**config.mk**
```make
export PLATFORM = sky130hd
export DESIGN_NAME = dssr_top
export DESIGN_NICKNAME = d
export VERILOG_FILES = /design/src/verilog/dssr_top.v
export VERILOG_INCLUDE_DIRS = /design/src /design/src/verilog
export SDC_FILE = /design/constraint.sdc
export NUM_CORES = 1
export LEC_CHECK = 0
export BUFFER_PORTS_ARGS = -buffer_cell sky130_fd_sc_hd__clkbuf_2
export CORE_ASPECT_RATIO = 2
export CORE_MARGIN = 2
export CORE_UTILIZATION = 40
export DETAILED_ROUTE_END_ITERATION = 8
export GPL_TIMING_DRIVEN = 0
export PLACE_DENSITY = 0.55
export SLEW_MARGIN = 25
export SYNTH_ARGS = -nofsm -noshare
export SYNTH_HDL_FRONTEND = slang
export SYNTH_SLANG_ARGS = --single-unit
```
**constraint.sdc**
```tcl
create_clock -name clk -period 2.5 [get_ports clk]
set_input_delay 0.5 -clock clk [delete_from_list [all_inputs] [get_ports clk]]
set_output_delay 0.5 -clock clk [all_outputs]
set_load 0.03 [all_outputs]
```
**src/verilog/dssr_defines.vh**
```
// Constants for the dual serial shift register
`ifndef DSSR_DEFINES_VH
`define DSSR_DEFINES_VH
// Stages in each shift block
`define DSSR_DEPTH 64
// Reset value of every storage stage
`define DSSR_STAGE_RST 1'h0
// Reset value of the two-entry output buffer
`define DSSR_BUF_RST 1'h0
// Pin inputs passed through the synchroniser
`define DSSR_SYNC_W 9
// Positions in the synchroniser vector
`define DSSR_POS_CLK_A 0
`define DSSR_POS_CLK_B 1
`define DSSR_POS_CLK_C 2
`define DSSR_POS_SEL_A 3
`define DSSR_POS_SEL_B 4
`define DSSR_POS_IN0_A 5
`define DSSR_POS_IN1_A 6
`define DSSR_POS_IN0_B 7
`define DSSR_POS_IN1_B 8
`endif

```
**src/verilog/dssr_top.v**
```verilog
// Dual serial shift register with shared clock and output buffers
// What this block does
// - Two independent 64-stage blocks, shift per rising edge, one held and others lost while the buffer is full
// - Select low takes input zero, high input one
// - True output last stage, complement beside it
// - Block A clocked by OR of A and shared
// - Block B clocked by OR of B and shared
`include "dssr_defines.vh"

// One shift block with its two-entry buffer of shifted-out bits
module dssr_lane #(
  parameter DEPTH = `DSSR_DEPTH
) (
  input wire clk,
  input wire rst_n,
  input wire shift_clk_s,
  input wire sel_s,
  input wire in_zero_s,
  input wire in_one_s,
  output wire true_out,
  output wire comp_out,
  output wire drop_valid,
  output wire drop_data,
  input wire drop_ready
);
  // Storage stages, index DEPTH-1 is the last stage
  reg [DEPTH-1:0] stage_reg;
  // Inverted copy of the last stage, kept in its own flop
  reg comp_reg;
  // Previous level of the effective clock
  reg clk_prev_reg;
  // Edge seen while the buffer was full
  reg pend_reg;
  // Buffer head and second entry
  reg head_d_reg;
  reg head_v_reg;
  reg tail_d_reg;
  reg tail_v_reg;
  // Combinational control of the lane
  wire edge_seen;
  wire buf_ready;
  wire do_shift;
  wire pop;
  wire new_bit;

  // Rising edge of the combined clock
  assign edge_seen = shift_clk_s & ~clk_prev_reg;
  // Buffer accepts a word unless both entries hold one
  assign buf_ready = ~tail_v_reg;
  // A shift waits while the buffer cannot take the bit that falls out
  // A pending shift takes the data pins as they stand when it runs
  assign do_shift = (edge_seen | pend_reg) & buf_ready;
  // Head leaves when the consumer takes it
  assign pop = head_v_reg & drop_ready;
  // Input choice by the select line
  assign new_bit = sel_s ? in_one_s : in_zero_s;

  // Every output is a flop, no gate after it
  assign true_out = stage_reg[DEPTH-1];
  assign comp_out = comp_reg;
  assign drop_valid = head_v_reg;
  assign drop_data = head_d_reg;

  // Edge tracking and pending shift
  always @(posedge clk or negedge rst_n) begin
    if (!rst_n) begin
      clk_prev_reg <= 1'h0;
      pend_reg <= 1'h0;
    end else begin
      clk_prev_reg <= shift_clk_s;
      // A new edge wins over the clear of the pending one
      // An edge while one waits stays queued if the buffer frees now
      // An edge while one waits and the buffer is still full is lost
      if (edge_seen && (!buf_ready || pend_reg)) begin
        pend_reg <= 1'h1;
      end else if (do_shift) begin
        pend_reg <= 1'h0;
      end
    end
  end

  // Shift chain, one stage per effective edge, except an edge lost on a full buffer
  always @(posedge clk or negedge rst_n) begin
    if (!rst_n) begin
      stage_reg <= {DEPTH{`DSSR_STAGE_RST}};
      comp_reg <= ~`DSSR_STAGE_RST;
    end else if (do_shift) begin
      // Bit entered now is last stage after DEPTH shifts
      stage_reg <= {stage_reg[DEPTH-2:0], new_bit};
      comp_reg <= ~stage_reg[DEPTH-2];
    end
  end

  // Two-entry buffer of bits leaving the last stage
  always @(posedge clk or negedge rst_n) begin
    if (!rst_n) begin
      head_d_reg <= `DSSR_BUF_RST;
      head_v_reg <= 1'h0;
      tail_d_reg <= `DSSR_BUF_RST;
      tail_v_reg <= 1'h0;
    end else begin
      case ({do_shift, pop})
        2'h2: begin
          // Push only
          if (!head_v_reg) begin
            head_d_reg <= stage_reg[DEPTH-1];
            head_v_reg <= 1'h1;
          end else begin
            tail_d_reg <= stage_reg[DEPTH-1];
            tail_v_reg <= 1'h1;
          end
        end
        2'h1: begin
          // Pop only, tail moves up
          head_d_reg <= tail_d_reg;
          head_v_reg <= tail_v_reg;
          tail_v_reg <= 1'h0;
        end
        2'h3: begin
          // Pop and push together, tail empty by buf_ready
          head_d_reg <= stage_reg[DEPTH-1];
          head_v_reg <= 1'h1;
        end
        default: begin
          // Idle
          head_v_reg <= head_v_reg;
        end
      endcase
    end
  end
endmodule

// Top level: pin synchroniser, clock combining and two blocks
module dssr_top #(
  parameter DEPTH = `DSSR_DEPTH
) (
  input wire clk,
  input wire rst_n,
  input wire clk_a,
  input wire clk_b,
  input wire clk_c,
  input wire sel_a,
  input wire sel_b,
  input wire in_zero_a,
  input wire in_one_a,
  input wire in_zero_b,
  input wire in_one_b,
  output wire true_out_a,
  output wire comp_out_a,
  output wire true_out_b,
  output wire comp_out_b,
  output wire drop_valid_a,
  output wire drop_data_a,
  input wire drop_ready_a,
  output wire drop_valid_b,
  output wire drop_data_b,
  input wire drop_ready_b
);
  // Two-flop synchroniser for all pin inputs except drop_ready_a and drop_ready_b
  reg [`DSSR_SYNC_W-1:0] sync1_reg;
  reg [`DSSR_SYNC_W-1:0] sync2_reg;
  wire [`DSSR_SYNC_W-1:0] pins;
  // Combined shift clocks of the blocks
  wire eff_clk_a;
  wire eff_clk_b;

  // Pin vector in synchroniser bit order
  assign pins = {in_one_b, in_zero_b, in_one_a, in_zero_a, sel_b, sel_a, clk_c, clk_b, clk_a};

  // Synchroniser stages; only sync2 is read by logic
  // Cleared to zero so a low pin gives no false edge after reset
  always @(posedge clk or negedge rst_n) begin
    if (!rst_n) begin
      sync1_reg <= {`DSSR_SYNC_W{1'h0}};
      sync2_reg <= {`DSSR_SYNC_W{1'h0}};
    end else begin
      sync1_reg <= pins;
      sync2_reg <= sync1_reg;
    end
  end

  // Effective clocks of the two blocks
  // OR taken after the synchroniser so clock and data share latency
  // Pin clocks must stay high and low one cycle each to be seen
  assign eff_clk_a = sync2_reg[`DSSR_POS_CLK_A] | sync2_reg[`DSSR_POS_CLK_C];
  assign eff_clk_b = sync2_reg[`DSSR_POS_CLK_B] | sync2_reg[`DSSR_POS_CLK_C];

  // Block A
  dssr_lane #(
    .DEPTH(DEPTH)
  ) u_lane_a (
    .clk(clk),
    .rst_n(rst_n),
    .shift_clk_s(eff_clk_a),
    .sel_s(sync2_reg[`DSSR_POS_SEL_A]),
    .in_zero_s(sync2_reg[`DSSR_POS_IN0_A]),
    .in_one_s(sync2_reg[`DSSR_POS_IN1_A]),
    .true_out(true_out_a),
    .comp_out(comp_out_a),
    .drop_valid(drop_valid_a),
    .drop_data(drop_data_a),
    .drop_ready(drop_ready_a)
  );

  // Block B
  dssr_lane #(
    .DEPTH(DEPTH)
  ) u_lane_b (
    .clk(clk),
    .rst_n(rst_n),
    .shift_clk_s(eff_clk_b),
    .sel_s(sync2_reg[`DSSR_POS_SEL_B]),
    .in_zero_s(sync2_reg[`DSSR_POS_IN0_B]),
    .in_one_s(sync2_reg[`DSSR_POS_IN1_B]),
    .true_out(true_out_b),
    .comp_out(comp_out_b),
    .drop_valid(drop_valid_b),
    .drop_data(drop_data_b),
    .drop_ready(drop_ready_b)
  );
endmodule

```
==> flow_metrics.tcl, run 1 <==
set metrics [dict create \
    outcome "finished, final reports clean" \
    first_pass_iters 4 \
    cts.sinks 160 \
    dr_wl_met2_um 4600 \
    antenna_cells 0 \
    powerDensity_nw_per_um2 869 \
    worst_pin_slew_ns 0.603 \
    utilization_pct 47.7 \
    finClkSkew_ns 0.00634 \
    rows 62 \
    dpl_cell_area_um2 6250 \
    die_w_um 89.7 \
    yosys_warnings 0 \
    clockRootBuffer "clkbuf_16" \
    ys_top_cells_by_count "nand2_1 (193), dfrtp_1 (158), mux2_2 (66)" \
    grtUsageTotal_pct 12.6 \
    hold_buffers 0 \
    cts.clk_slew.worst_paths_ns 0.06 \
    initial_core_util_pct 40.9 \
    areaGrowthSynthToFinish_pct 16.5 \
    gp_congestion 0.692 \
    clk_path_buf_depth 2 \
    stdcell_count 728 \
    path_class "reg2reg" \
    hold_ws_ns 0.108 \
    drt_drc_violations_left 0 \
    setup_viol 0 \
    relSlewSlack_pct 59.8 \
    cp-start-kind "flop" \
    cts_buffers 17 \
    synth_area_um2 5870 \
    worstSetupEndpointType "flop" \
    max_freq_ghz 0.584 \
    synth_edf_count 0 \
    p_leak_nw 3.63 \
    antenna_found_initial 0 \
    r2r.worst_path.cells 6 \
    worstReg2RegEnd "u_lane_b.stage_reg[26]" \
    power_mw 5.94 \
    dp_cells 698 \
    design.die.area_um2 15700 \
    io_buffers 20 \
    die_h_um 175 \
    cts_max_level 4 \
    synthDistinctLibCells 24 \
    required_ns 2.85 \
    synthFlopType "dfrtp_1" \
    routed-via-count 3362 \
    gr-total-overflow 0 \
    drtIter0Drc 122 \
    setup_ws_ns 0.786 \
    min_path_type "in2async" \
    dr.max_layer_used "met4" \
    yosysTopAreaCell "dfrtp_1" \
    pre_cts_ws_ns 0.758 \
    grt_pass1_vias 3547 \
    hold_viol 0 \
    avgSynthCellArea_um2 12.1 \
    grt_max_degree 85 \
    cp_data_arrival_time_ns 2.06 \
    core-area_um2 14400 \
    met1_length_um 3600 \
    yosysTopAreaCellShare_pct 67.3 \
    rsz0062_at_grt "no" \
    rr_startpoint "sync2_reg[2]" \
    seq_area_frac_synth_pct 68.2 \
    final_area_um2 6840 \
    fin_tns_setup_ns 0 \
    ys_seq_elements 160 \
    clkLatencyLatePin_ns 0.41 \
    min_period_ns 1.71 \
    cts_resized 0 \
    rrSetupSlack_ns 0.79 \
    synth_area_leaders "dfrtp_1 (67%), mux2_2 (13%), nand2_1 (12%), buf_2 (1.4%), dfstp_2 (0.89%)" \
    synth_fp_nets 498 \
    viasPerCell 4.62 \
    cts_tree "done" \
    layout.nets 538 \
    io_pins 21 \
    wl_um 8570 \
    synth_cells 485 \
    drive_gt1_share_pct 26.1 \
    wl_met3_um 232 \
    nFillCells 1301 \
    grt_first_pass_wirelength_um 15400 \
    yosysMostFrequentCell "nand2_1" \
    ant_nets 0 \
    drv_cap 0 \
    cts_setup_buffers 0 \
    fin_crit_sh_pct 68.5 \
    finalMaxSlewViolations 0 \
    ir_drop_v 0.000574 \
    synthArstFlopShare_pct 100 \
    post_drt_wl_per_cell_um 11.8 \
    hpwl_um 5520 \
    worstPathMaxFanout 10 \
]
[layout by cell type, fill, tap and decap left out, drive strengths merged, types with 3 or more instances in the layout]
cell,Yosys,routed
clkbuf,4,44
nand2b,3,3
a21oi,7,7
mux2i,5,5
buf,18,19
mux2,67,67
o21ai,5,5
nor2,6,6
bufinv,0,3
nand2,193,193
clkinv,0,5
inv,4,4
dfrtp,158,158
[kinds of logic (layout without fill, tap and decap cells)]
logic type	count (synthesis)	after routing	synth area share, %
AND/OR/NAND/NOR	208	208	13.7
flip-flops	160	160	68.2
multiplexers	72	72	13.7
AO/OA/AOI/OAI	19	19	2.15
buffers and inverters	26	77	2.19
[cell type report]
class / instances / area (um^2) / share of cell area [%]
buffer: 22 / 114 / 1.66
clock buffer: 20 / 457 / 6.67
clock inverter: 10 / 138 / 2.01
inverter: 4 / 15.0 / 0.219
multi-input combinational: 299 / 1740 / 25.4
sequential: 160 / 4010 / 58.5
tap: 192 / 240 / 3.51
timing repair buffer: 21 / 136 / 1.99
[layer usage]
metal	GRT usage (%)	vias up
met2	21.4	31
met5	0	-
met4	5.41	0
met1	14.2	1687
met3	3.81	13
li1	-	1631
[worst max-delay path, stage by stage, from the launching register on]
cell,delay [ns]
dfrtp_1,0.42
o21bai_1,0.34
a21o_1,0.16
buf_2,0.16
clkbuf_1,0.37
nand2_1,0.12
nand2_1,0.08
[power breakdown]
group	internal, mW	switching, mW
clock network	1.61	0.958
logic	0.163	0.368
registers	2.75	0.0969
total	4.52	1.42
[worst max-delay path by stage]
stage                          startpoint                endpoint  cells after the start  slack (ns)
finish                       sync2_reg[2]  u_lane_b.stage_reg[26]                      6        0.79
global placement                    rst_n   u_lane_b.stage_reg[9]                      1       -1.71
global route                 sync2_reg[2]  u_lane_b.stage_reg[19]                      6        0.61
CTS                          sync2_reg[2]  u_lane_b.stage_reg[35]                      6        0.74
floorplan           u_lane_a.clk_prev_reg  u_lane_a.stage_reg[10]                      4        1.05
detailed placement           sync2_reg[2]  u_lane_b.stage_reg[26]                      6        0.76
No activity file was read; power rests on OpenSTA's default activity.
==> inputs of run 2 (changes only) <==
==> constraint.sdc (replaced) <==
create_clock -name clk -period 1.7 [get_ports clk]
set_input_delay 0.34 -clock clk [delete_from_list [all_inputs] [get_ports clk]]
set_output_delay 0.34 -clock clk [all_outputs]
set_load 0.03 [all_outputs]
==> run 2 against run 1 <==
  * Fmax up 6.6%
  * Combinational power up 50%
  * Register-to-register slack worse by 0.69 ns
  * Clock skew about the same
  * Utilization up 0.31 points
  * Setup slack worse by 0.69 ns
  * Global-route usage about the same
  * Final area up 0.64%
  * Total power up 47%
  * Final cell count up 0.14%
  * Largest power group unchanged
  * Critical path depth down 2
==> flow_metrics.tcl, run 2 (same netlist as run 1, synthesis figures left out) <==
set metrics [dict create \
    gr-total-overflow 0 \
    grt_max_degree 85 \
    utilization_pct 48.0 \
    io_buffers 20 \
    cpPeakStageDelay_ns 0.36 \
    grt_pass1_vias 3549 \
    viasPerCell 4.61 \
    die_h_um 175 \
    clkLatencyLatePin_ns 0.41 \
    rows 62 \
    max_freq_ghz 0.622 \
    hpwl_um 5520 \
    worstPathMaxFanout 10 \
    required_ns 1.99 \
    p_int_mw 6.66 \
    powerDensity_nw_per_um2 1270 \
    cts_tree "done" \
    cts.clk_slew.worst_paths_ns 0.06 \
    layout.nets 539 \
    seqPwrFrac_pct 47.9 \
    relSlewSlack_pct 59.6 \
    routed-via-count 3361 \
    cp_data_arrival_time_ns 1.90 \
    setup_viol 0 \
    cp-start-kind "flop" \
    antenna_cells 0 \
    sw_frac_of_total_pct 23.9 \
    cts_max_level 4 \
    drtIter0Drc 133 \
    initial_core_util_pct 40.9 \
    drt_drc_violations_left 0 \
    die_w_um 89.7 \
    post_drt_wl_per_cell_um 11.8 \
    hold_viol 0 \
    areaGrowthSynthToFinish_pct 17.3 \
    crit_path_top_delay_cell "mux2_2" \
    dp_cells 698 \
    design.die.area_um2 15700 \
    layout_commonest_cell "nand2_1" \
    fin_crit_sh_pct 94.5 \
    nFillCells 1291 \
    grt_first_pass_wirelength_um 15400 \
    core-area_um2 14400 \
    path_class "reg2reg" \
    stdcell_count 729 \
    grtUsageTotal_pct 12.6 \
    clockRootBuffer "clkbuf_16" \
    wl_um 8590 \
    ant_nets 0 \
    rsz0062_at_grt "yes" \
    ir_drop_v 0.000850 \
    cts_buffers 17 \
    finClkSkew_ns 0.00593 \
    first_pass_iters 4 \
    worst_pin_slew_ns 0.605 \
    gp_congestion 0.692 \
    finalMaxSlewViolations 0 \
    min_path_type "in2reg" \
    comb_power_share_pct 9.1 \
    min_period_ns 1.61 \
    clk_path_buf_depth 2 \
    cts_setup_buffers 0 \
    worstSetupEndpointType "flop" \
    outcome "finished, final reports clean" \
    power_mw 8.76 \
    cts.sinks 160 \
    drive_gt1_share_pct 27.0 \
    switching_power_mw 2.09 \
    worstPathCellList "o21bai_2 > a21oi_4 > clkbuf_4 > mux2_2" \
    fin_tns_setup_ns 0 \
    drv_cap 0 \
    power_frac_clock_pct 43.0 \
    p_leak_nw 3.64 \
    layout_common_cells "nand2_1 (193), dfrtp_1 (157), mux2_2 (66)" \
    io_pins 21 \
    antenna_found_initial 0 \
]
run 2: critical path: cells and delay by family (launching register included):
family	cells	cell delay [ns]
AO/OA/AOI/OAI	2	0.50
buffers and inverters	1	0.29
flip-flops	1	0.35
multiplexers	1	0.36
run 2: final timing paths:
| path | to | from | cells past startpoint | slack, ns |
|---|---|---|---|---|
| hold / removal | sync1_reg[2] | clk_c | 1 | 0.03 |
| min in group asynchronous | u_lane_a.stage_reg[5] | rst_n | 2 | 0.52 |
| setup reg to reg | u_lane_a.stage_reg[44] | u_lane_a.clk_prev_reg | 4 | 0.09 |
| hold reg to reg | sync2_reg[1] | sync1_reg[1] | 0 | 0.35 |
| max in group asynchronous | u_lane_b.comp_out | rst_n | 3 | 0.34 |
| setup / recovery | u_lane_a.stage_reg[44] | u_lane_a.clk_prev_reg | 4 | 0.09 |
run 2: per-stage QoR:
step | setup slack [ns] | area [um^2] | hold WS, ns
finish | 0.0929 | 6890 | 0.0327
global route | -0.000224 | 6890 | 0.00964
CTS | -0.0437 | 6860 | 0.0128
detailed placement | -0.0422 | 6250 | 0.336
global placement | -2.35 | 6210 | 0.331
floorplan | 0.249 | 5870 | 0.0444
run 2: timing repair:
action                     CTS  global route
setup endpoints to repair  107            89
resized for setup            2            14
hold endpoints to repair    75             0
hold buffers                 1             0
pin swaps                    0             1
run 2: metal layers:
layer	vias up	track usage (%)	part of all wire, %
li1	1632	-	-
met1	1686	14.2	42
met2	30	21.5	54
met3	13	3.81	2.6
met4	0	5.41	1.8
met5	-	0	0
run 2: power by group through the flow:
stage	Sequential [mW]	Clock (mW)	Combinational (mW)
global route	4.22	4.07	0.920
floorplan	4.29	0	0.464
detailed placement	4.26	0	0.798
finish	4.19	3.77	0.796
global placement	4.25	0	0.770
CTS	4.19	3.90	0.810
run 2: area by class of cell:
class	count	area, um^2	share of cell area [%]
Clock inverter	10	138	2.00
Timing Repair Buffer	22	146	2.13
Multi-Input combinational cell	299	1740	25.3
Buffer	22	139	2.02
Sequential cell	160	4010	58.2
Tap cell	192	240	3.49
Inverter	4	15.0	0.218
Clock buffer	20	457	6.63
